==> src/logic/gpx_cfg.svh <==
`ifndef GPX_CFG_SVH
`define GPX_CFG_SVH

// ==========================================
// bus address
`define GPX_ADDR_PREFIX 4'h4

// ==========================================
// command codes, low three bits of the command byte
`define GPX_CMD_IN0 3'h0
`define GPX_CMD_IN1 3'h1
`define GPX_CMD_OUT0 3'h2
`define GPX_CMD_OUT1 3'h3
`define GPX_CMD_POL0 3'h4
`define GPX_CMD_POL1 3'h5
`define GPX_CMD_DIR0 3'h6
`define GPX_CMD_DIR1 3'h7
`define GPX_CMD_RST 3'h0

// ==========================================
// reset values
`define GPX_OUT_RST 16'hffff
`define GPX_POL_RST 16'h0000
`define GPX_DIR_RST 16'hffff

// ==========================================
// bit count that closes a byte on the serial link
`define GPX_BIT_LAST 4'h8

`endif

==> src/logic/gpx_pkg.sv <==
package gpx_pkg;

   // ==========================================
   // serial slave states, gray along the usual path except GPX_ADDR_ACK to GPX_R_DATA and GPX_R_ACK to GPX_IDLE
   typedef enum logic [3:0] {
      GPX_IDLE = 4'h0,
      GPX_ADDR = 4'h1,
      GPX_ADDR_ACK = 4'h3,
      GPX_CMD = 4'h2,
      GPX_CMD_ACK = 4'h6,
      GPX_W_DATA = 4'h7,
      GPX_W_ACK = 4'h5,
      GPX_R_DATA = 4'h4,
      GPX_R_ACK = 4'hc
   } gpx_state_t;

   // ==========================================
   // writable register set, bit n is pin n (port 1 in the upper byte)
   typedef struct packed {
      logic [15:0] dir;
      logic [15:0] pol;
      logic [15:0] out;
   } gpx_regs_t;

endpackage : gpx_pkg

==> src/logic/gpx_sync.sv <==
`timescale 1ns/10ps

module gpx_sync #(
   parameter int W = 1,
   parameter logic [W-1:0] RST_VAL = '0
) (
   input wire logic sys_clk_i,
   input wire logic resetn_i,
   input wire logic ce_i,
   input wire logic [W-1:0] d_i,
   output logic [W-1:0] q_o
);

   logic [W-1:0] meta_r;

   // ==========================================
   // two stages; the first is read only by the second
   always_ff @(posedge sys_clk_i or negedge resetn_i)
   begin
      if (!resetn_i)
      begin
         meta_r <= RST_VAL;
         q_o <= RST_VAL;
      end
      else if (ce_i)
      begin
         meta_r <= d_i;
         q_o <= meta_r;
      end
   end

endmodule : gpx_sync

==> src/logic/gpx_expander.sv <==
`timescale 1ns/10ps
`include "gpx_cfg.svh"

// Overview of operation
// - sixteen pins in two ports, each with direction, input, output, polarity bytes
// - after reset every pin is an input with its driver off
// - each direction bit picks input or driven output for its pin
// - input register holds sampled level, output register holds latched drive level
// - a set polarity bit inverts the reported input bit
// - every register reads back over the serial link
// - reset restores all registers and restarts the serial slave machine
// - alert asserts while any input differs from its stored input bit
// - alert is open drain, active low, pulled low only when asserted
// - slave address is a fixed prefix plus three address-select pins
// - output pins drive both high and low levels
// - responds to seven-bit addresses 0x20 to 0x27
// - address byte lsb one means read, zero means write
// - first written byte after address is the command, three bits pick register
// - last command keeps selecting the register for later reads
module gpx_expander (
   input wire logic sys_clk_i,
   input wire logic resetn_i,
   input wire logic ce_i,
   input wire logic scl_i,
   input wire logic sda_i,
   output logic sda_o,
   output logic sda_oe_n_o,
   input wire logic addr_sel_0_i,
   input wire logic addr_sel_1_i,
   input wire logic addr_sel_2_i,
   input wire logic [15:0] pin_i,
   output logic [15:0] pin_o,
   output logic [15:0] pin_oe_n_o,
   output logic alert_o,
   output logic alert_oe_n_o
);
   import gpx_pkg::*;
   // ==========================================
   // input synchronisers
   logic [1:0] link_s;
   logic [18:0] pins_s;
   logic scl_s, sda_s, scl_d_r, sda_d_r;
   logic [2:0] addr_sel_s;
   logic [15:0] pin_s;
   // scl and sda idle high, so they leave reset high to avoid a false edge
   gpx_sync #(
      .W(2),
      .RST_VAL(2'h3)
   ) u_link_sync (
      .sys_clk_i(sys_clk_i),
      .resetn_i(resetn_i),
      .ce_i(ce_i),
      .d_i({scl_i, sda_i}),
      .q_o(link_s)
   );
   // addr pins are static, synchronised only to keep them clean
   gpx_sync #(
      .W(19),
      .RST_VAL(19'h00000)
   ) u_pin_sync (
      .sys_clk_i(sys_clk_i),
      .resetn_i(resetn_i),
      .ce_i(ce_i),
      .d_i({addr_sel_2_i, addr_sel_1_i, addr_sel_0_i, pin_i}),
      .q_o(pins_s)
   );
   assign scl_s = link_s[1];
   assign sda_s = link_s[0];
   assign addr_sel_s = pins_s[18:16];
   assign pin_s = pins_s[15:0];
   always_ff @(posedge sys_clk_i or negedge resetn_i)
   begin
      if (!resetn_i)
      begin
         scl_d_r <= 1'b1;
         sda_d_r <= 1'b1;
      end
      else if (ce_i)
      begin
         scl_d_r <= scl_s;
         sda_d_r <= sda_s;
      end
   end
   // ==========================================
   // link events
   logic scl_rise, scl_fall, start_ev, stop_ev, byte_end;
   logic [3:0] cnt_r;
   assign scl_rise = scl_s && !scl_d_r;
   assign scl_fall = !scl_s && scl_d_r;
   assign start_ev = scl_s && scl_d_r && !sda_s && sda_d_r;
   assign stop_ev = scl_s && scl_d_r && sda_s && !sda_d_r;
   assign byte_end = scl_fall && (cnt_r == `GPX_BIT_LAST);
   // ==========================================
   // slave state
   gpx_state_t state_r;
   logic [7:0] shreg_r, tx_r, rd_byte;
   logic [2:0] ptr_r;
   logic rw_r, nack_r, addr_hit, wr_en, load_tx;
   logic [15:0] in_now, snap_r;
   logic [1:0] prime_r;
   gpx_regs_t regs_r;
   assign addr_hit = (shreg_r[7:1] == {`GPX_ADDR_PREFIX, addr_sel_s});
   assign wr_en = byte_end && (state_r == GPX_W_DATA);
   assign load_tx = scl_fall && (((state_r == GPX_ADDR_ACK) && rw_r) || ((state_r == GPX_R_ACK) && !nack_r));
   assign in_now = pin_s ^ regs_r.pol;
   always_ff @(posedge sys_clk_i or negedge resetn_i)
   begin
      if (!resetn_i)
         state_r <= GPX_IDLE;
      else if (ce_i)
      begin
         if (start_ev)
            state_r <= GPX_ADDR;
         else if (stop_ev)
            state_r <= GPX_IDLE;
         else if (scl_fall)
         begin
            case (state_r)
               GPX_ADDR:
                  if (byte_end)
                     state_r <= addr_hit ? GPX_ADDR_ACK : GPX_IDLE;
               GPX_ADDR_ACK:
                  state_r <= rw_r ? GPX_R_DATA : GPX_CMD;
               GPX_CMD:
                  if (byte_end)
                     state_r <= GPX_CMD_ACK;
               GPX_CMD_ACK, GPX_W_ACK:
                  state_r <= GPX_W_DATA;
               GPX_W_DATA:
                  if (byte_end)
                     state_r <= GPX_W_ACK;
               GPX_R_DATA:
                  if (byte_end)
                     state_r <= GPX_R_ACK;
               GPX_R_ACK:
                  state_r <= nack_r ? GPX_IDLE : GPX_R_DATA;
               default:
                  state_r <= GPX_IDLE;
            endcase
         end
      end
   end
   // bit counter, cleared at each byte and ack boundary
   always_ff @(posedge sys_clk_i or negedge resetn_i)
   begin
      if (!resetn_i)
         cnt_r <= 4'h0;
      else if (ce_i)
      begin
         if (start_ev || byte_end)
            cnt_r <= 4'h0;
         else if (scl_fall && (state_r == GPX_ADDR_ACK || state_r == GPX_CMD_ACK ||
                               state_r == GPX_W_ACK || state_r == GPX_R_ACK))
            cnt_r <= 4'h0;
         else if (scl_rise && cnt_r != `GPX_BIT_LAST)
            cnt_r <= cnt_r + 4'h1;
      end
   end
   always_ff @(posedge sys_clk_i or negedge resetn_i)
   begin
      if (!resetn_i)
         shreg_r <= 8'h00;
      else if (ce_i && scl_rise)
         shreg_r <= {shreg_r[6:0], sda_s};
   end
   always_ff @(posedge sys_clk_i or negedge resetn_i)
   begin
      if (!resetn_i)
      begin
         rw_r <= 1'b0;
         nack_r <= 1'b0;
      end
      else if (ce_i)
      begin
         if (byte_end && state_r == GPX_ADDR)
            rw_r <= shreg_r[0];
         if (scl_rise && state_r == GPX_R_ACK)
            nack_r <= sda_s;
      end
   end
   // pointer survives between transfers so reads reuse it
   always_ff @(posedge sys_clk_i or negedge resetn_i)
   begin
      if (!resetn_i)
         ptr_r <= `GPX_CMD_RST;
      else if (ce_i && byte_end && state_r == GPX_CMD)
         ptr_r <= shreg_r[2:0];
   end
   // ==========================================
   // register file
   always_ff @(posedge sys_clk_i or negedge resetn_i)
   begin
      if (!resetn_i)
      begin
         regs_r.out <= `GPX_OUT_RST;
         regs_r.pol <= `GPX_POL_RST;
         regs_r.dir <= `GPX_DIR_RST;
      end
      else if (ce_i && wr_en)
      begin
         case (ptr_r)
            `GPX_CMD_OUT0: regs_r.out[7:0] <= shreg_r;
            `GPX_CMD_OUT1: regs_r.out[15:8] <= shreg_r;
            `GPX_CMD_POL0: regs_r.pol[7:0] <= shreg_r;
            `GPX_CMD_POL1: regs_r.pol[15:8] <= shreg_r;
            `GPX_CMD_DIR0: regs_r.dir[7:0] <= shreg_r;
            `GPX_CMD_DIR1: regs_r.dir[15:8] <= shreg_r;
            default: ;
         endcase
      end
   end
   // read mux over all eight registers
   always_comb
   begin
      case (ptr_r)
         `GPX_CMD_IN0: rd_byte = in_now[7:0];
         `GPX_CMD_IN1: rd_byte = in_now[15:8];
         `GPX_CMD_OUT0: rd_byte = regs_r.out[7:0];
         `GPX_CMD_OUT1: rd_byte = regs_r.out[15:8];
         `GPX_CMD_POL0: rd_byte = regs_r.pol[7:0];
         `GPX_CMD_POL1: rd_byte = regs_r.pol[15:8];
         `GPX_CMD_DIR0: rd_byte = regs_r.dir[7:0];
         default: rd_byte = regs_r.dir[15:8];
      endcase
   end
   always_ff @(posedge sys_clk_i or negedge resetn_i)
   begin
      if (!resetn_i)
         tx_r <= 8'h00;
      else if (ce_i)
      begin
         if (load_tx)
            tx_r <= rd_byte;
         else if (scl_fall && state_r == GPX_R_DATA && !byte_end)
            tx_r <= {tx_r[6:0], 1'b0};
      end
   end
   // ==========================================
   // stored input state and change alert
   // snapshot tracks the pins until the synchroniser has filled,
   // else its reset zeros would read as a change right after reset
   always_ff @(posedge sys_clk_i or negedge resetn_i)
   begin
      if (!resetn_i)
      begin
         snap_r <= 16'h0000;
         prime_r <= 2'h0;
      end
      else if (ce_i)
      begin
         if (prime_r != 2'h3)
         begin
            prime_r <= prime_r + 2'h1;
            snap_r <= in_now;
         end
         else if (load_tx && ptr_r == `GPX_CMD_IN0)
            snap_r[7:0] <= in_now[7:0];
         else if (load_tx && ptr_r == `GPX_CMD_IN1)
            snap_r[15:8] <= in_now[15:8];
      end
   end
   always_ff @(posedge sys_clk_i or negedge resetn_i)
   begin
      if (!resetn_i)
         alert_oe_n_o <= 1'b1;
      else if (ce_i)
         alert_oe_n_o <= !((prime_r == 2'h3) && (in_now != snap_r));
   end
   // ==========================================
   // pin and sda drivers
   always_ff @(posedge sys_clk_i or negedge resetn_i)
   begin
      if (!resetn_i)
         sda_oe_n_o <= 1'b1;
      else if (ce_i)
      begin
         case (state_r)
            GPX_ADDR_ACK, GPX_CMD_ACK, GPX_W_ACK: sda_oe_n_o <= 1'b0;
            GPX_R_DATA: sda_oe_n_o <= tx_r[7] || (cnt_r == `GPX_BIT_LAST);
            default: sda_oe_n_o <= 1'b1;
         endcase
      end
   end
   // open-drain lines only ever pull low
   assign sda_o = 1'b0;
   assign alert_o = 1'b0;
   assign pin_o = regs_r.out;
   assign pin_oe_n_o = regs_r.dir;
endmodule : gpx_expander

==> config.mk <==
export PLATFORM = sky130hd
export DESIGN_NAME = gpx_expander
export DESIGN_NICKNAME = d
export VERILOG_FILES = /design/src/logic/gpx_pkg.sv /design/src/logic/gpx_sync.sv /design/src/logic/gpx_expander.sv
export VERILOG_INCLUDE_DIRS = /design/src /design/src/logic
export SDC_FILE = /design/constraint.sdc
export NUM_CORES = 1
export LEC_CHECK = 0
export ABC_AREA = 1
export BUFFER_PORTS_ARGS = -buffer_cell sky130_fd_sc_hd__buf_2
export CORE_MARGIN = 10
export CORE_UTILIZATION = 55
export DETAILED_ROUTE_END_ITERATION = 6
export PLACE_DENSITY_LB_ADDON = 0.25
export SLEW_MARGIN = 20
export SYNTH_ARGS = -nofsm -noshare
export SYNTH_HDL_FRONTEND = slang
export SYNTH_SLANG_ARGS = --single-unit
==> constraint.sdc <==
create_clock -name sys_clk_i -period 2.2 [get_ports sys_clk_i]
set_input_delay 0.44 -clock sys_clk_i [delete_from_list [all_inputs] [get_ports sys_clk_i]]
set_output_delay 0.44 -clock sys_clk_i [all_outputs]
set_load 0.02 [all_outputs]
==> flow_summary_export.csv <==
group,metric,value,unit
grt,grt_pass1_wl,29370,um
detailed_routing,via_per_inst,5.066,
power,vdd_ir_drop_max,550.1,uV
die,die-area,0.01867,sq mm
critical_path,r2r_setup_slack,0.28,ns
cts,clockRootBuffer,"clkbuf_16",
critical_path,worstSetupEndpointType,"register",
die,ioPinCount,60,
cts,cts_resized,0,
die,initial_core_util,56.28,%
critical_path,cp_slowest_stage_delay,0.63,ns
grt,gr-total-overflow,0,
sta,hold_violations,0,
layout,finish.instance_area,0.008346,sq mm
critical_path,r2r_cells,8,
detailed_routing,drc,0,
critical_path,crit_arrival,2.27,ns
critical_path,criticalPathCategory,"reg -> reg",
sta,maxSlewHeadroom,63.68,%
layout,drive_gt1_share,17.20,%
logic_synthesis,synthCells,984,
detailed_routing,drt_wl_total,17980,um
detailed_routing,via_count,6104,
placement,hpwl,12910,um
sta,tightest_slew,0.5448,ns
cts,post_cts_buffers,0,
layout,diodes,0,
layout,nets,1043,
cts,cts.sinks,141,
sta,fin_crit_sh,87.38,%
worst_hold_path,hold_end,"u_pin_sync.meta_r[11]",
critical_path,r2r_end,"tx_r[6]",
worst_hold_path,worstHoldStart,"pin_i[11]",
die,die_w,136.6,um
critical_path,critPathLaunchType,"register",
job,maxCapViolCount,0,
critical_path,worstPathCellList,"inv_1 > nor2_1 > nand2_1 > nand2_1 > nor2_1 > nand2_1 > nand2_1 > a21oi_1",
detailed_routing,dr.pass1.iters,5,
critical_path,rr_startpoint,"ptr_r[2]",
logic_synthesis,synth.cell_area,0.007482,sq mm
critical_path,critPathMostFrequentCell,"nand2_1",
cts,clk_latency,0.43,ns
sta,drv_slew,0,
cts,cts.path.max_buffers,2,
worst_hold_path,hold_depth,3,
power,power_density,896.3,mW/mm^2
cts,cts_tree,"done",
cts,clkTransAtPathRegs,0.06,ns
detailed_routing,ant_nets,0,
sta,rsz0062_at_grt,"false",
grt,grt_pass1_vias,5841,
detailed_routing,drt_iter0_drc,495,
placement,io_buffers,57,
critical_path,cp_slowest_cell,"dfrtp_1",
placement,gp_congestion,0.9344,
layout,areaGrowthSynthToFinish,11.54,%
sta,setup_tns,0,ns
die,rows,42,
power,leakagePower,4.289,nW
detailed_routing,routedWlPerCell,14.92,um
cts,htree_levels,4,
cts,hold_buffers,1,
grt,grt_max_degree,60,
sta,max_freq,520.2,MHz
placement,placed_cell_area,0.007710,sq mm
worst_hold_path,hp-class,"in -> reg",
logic_synthesis,synth.top_cell.area_share,33.78,%
die,die_y,136.6,um
critical_path,cp_data_required_time,2.55,ns
sta,finClkSkew,0.009718,ns
run_status,status,"completed",
grt,antenna_found_initial,0,
logic_synthesis,yosysSeqAreaShare,47.83,%
logic_synthesis,ys.warnings.count,0,
cts,cts_buffers,17,
logic_synthesis,syn_avg_cell_area,7.604,sq um
logic_synthesis,ys_types,39,
die,coreArea,0.01330,sq mm
sta,fin_crit,1.922,ns
logic_synthesis,synth_top_area_cell,"dfrtp_1",
critical_path,path_max_fanout,14,
logic_synthesis,synth_area_leaders,"dfrtp_1 34%, nand2_1 19%, dfstp_2 14%, nor2_1 4.7%, inv_1 4.5%",
sta,setup_viol,0,
grt,grt_usage,19.99,%
logic_synthesis,yosys_register_bits,141,
[logic make-up (layout without fill, tap and decap cells)]
| logic type | count (synthesis) | in the layout | synth area share [%] |
|---|---|---|---|
| and+or+nand+nor | 574 | 574 | 32.69 |
| buffers and inverters | 154 | 198 | 10.35 |
| DFF | 141 | 141 | 47.83 |
| AOI/OAI and AO/OA | 103 | 103 | 7.609 |
| xor gates and xnor gates | 7 | 7 | 0.8194 |
| adders and majority gates | 3 | 3 | 0.5017 |
| other | 1 | 2 | 0.05012 |
| muxes | 1 | 1 | 0.1505 |
[synth_stat cells]
master    instances
nand2_1         387
dfrtp_1         101
nor2_1           94
inv_1            90
nand3_1          46
dfstp_2          40
o21ai_1          40
o21ai_0          38
buf_4            36
a21oi_1          11
clkbuf_1         11
nand4_1          11
nand2_4          10
o21a_1            8
buf_6             6
nand2_2           6
nor2_4            6
buf_2             4
nor3_1            4
xor2_1            4
ha_1              3
nand3_4           3
nand3b_1          3
xnor2_1           3
a21oi_4           2
inv_2             2
nor2_2            2
o211ai_1          2
buf_1             1
clkinv_1          1
clkinv_2          1
clkinv_4          1
conb_1            1
inv_6             1
mux2_2            1
nand3_2           1
o31ai_1           1
o41ai_1           1
or2_2             1
[registers in the layout, indices dropped and copies added, names as in the netlist, 8 cells and up]
name,cells
snap_r,16
pin_oe_n_o,16
regs_r,16
u_pin_sync.q_o,19
shreg_r,8
tx_r,8
u_pin_sync.meta_r,19
pin_o,16
[metrics by stage]
step	hold WS [ns]	power, mW	worst slack, ns	util (%)	cells
2_1_floorplan	0.1444	4.038	0.5232	-	985
5_1_grt	0.2164	7.854	0.1677	62.77	1205
6_report	0.2130	7.480	0.2776	62.77	1205
4_1_cts	0.2016	7.511	0.3330	62.77	1205
3_3_place_gp	0.4085	4.472	0.3777	57.99	1172
3_5_place_dp	0.4095	4.514	0.3616	57.99	1172
[how the worst max path moves through the flow]
| stage | start | to | depth (start not counted) | slack, ns |
|---|---|---|---|---|
| 6_report | ptr_r[2] | tx_r[6] | 8 | 0.28 |
| 4_1_cts | ptr_r[2] | tx_r[6] | 8 | 0.33 |
| 3_3_place_gp | ptr_r[2] | tx_r[6] | 8 | 0.38 |
| 2_1_floorplan | cnt_r[0] | regs_r[30] | 12 | 0.52 |
| 3_5_place_dp | ptr_r[2] | tx_r[6] | 8 | 0.36 |
| 5_1_grt | cnt_r[0] | pin_oe_n_o[14] | 10 | 0.17 |
[critical path, delay by kind of cell, from the launching register on]
| family | cells | cell delay [ns] |
|---|---|---|
| buffers and inverters | 1 | 0.20 |
| flip-flops | 1 | 0.63 |
| AND/OR/NAND/NOR | 6 | 0.86 |
| AO/OA/AOI/OAI | 1 | 0.15 |
[metal layers]
metal  track usage (%)  share of wire [%]  wire length, um
met3             4.765                6.2             1106
met5                 0                  0                0
met2             30.15                 44             7984
met1             27.28                 47             8511
met4             7.515                2.1              373
[placed cells by master (no fill, tap or decap), types with 11 or more instances in the layout]
master     Yosys  layout
nor2_1        94      94
o21ai_0       38      38
nand2_1      387     387
nand4_1       11      11
a21oi_1       11      11
clkbuf_16      0      20
o21ai_1       40      40
dfstp_2       40      40
nand3_1       46      46
buf_2          4      56
inv_1         90      90
dfrtp_1      101     101
[power breakdown]
part           total [mW]  switching, mW  leakage [nW]  internal, mW
Clock                3.00           1.12         0.316          1.88
Combinational        1.29          0.856          2.26         0.435
Sequential           3.19          0.247          1.71          2.94
Total                7.48           2.23          4.29          5.25
[cell type report]
cell class | instances | area [sq um]
clock buffers | 25 | 559.3
clock inverters | 7 | 66.31
fillers | 1204 | 4950
inverters | 96 | 371.6
multi-input cells | 690 | 3133
flip-flops and latches | 141 | 3578
well taps | 176 | 220.2
repair buffers | 70 | 416.7
Power figures use the tool's default switching activity.
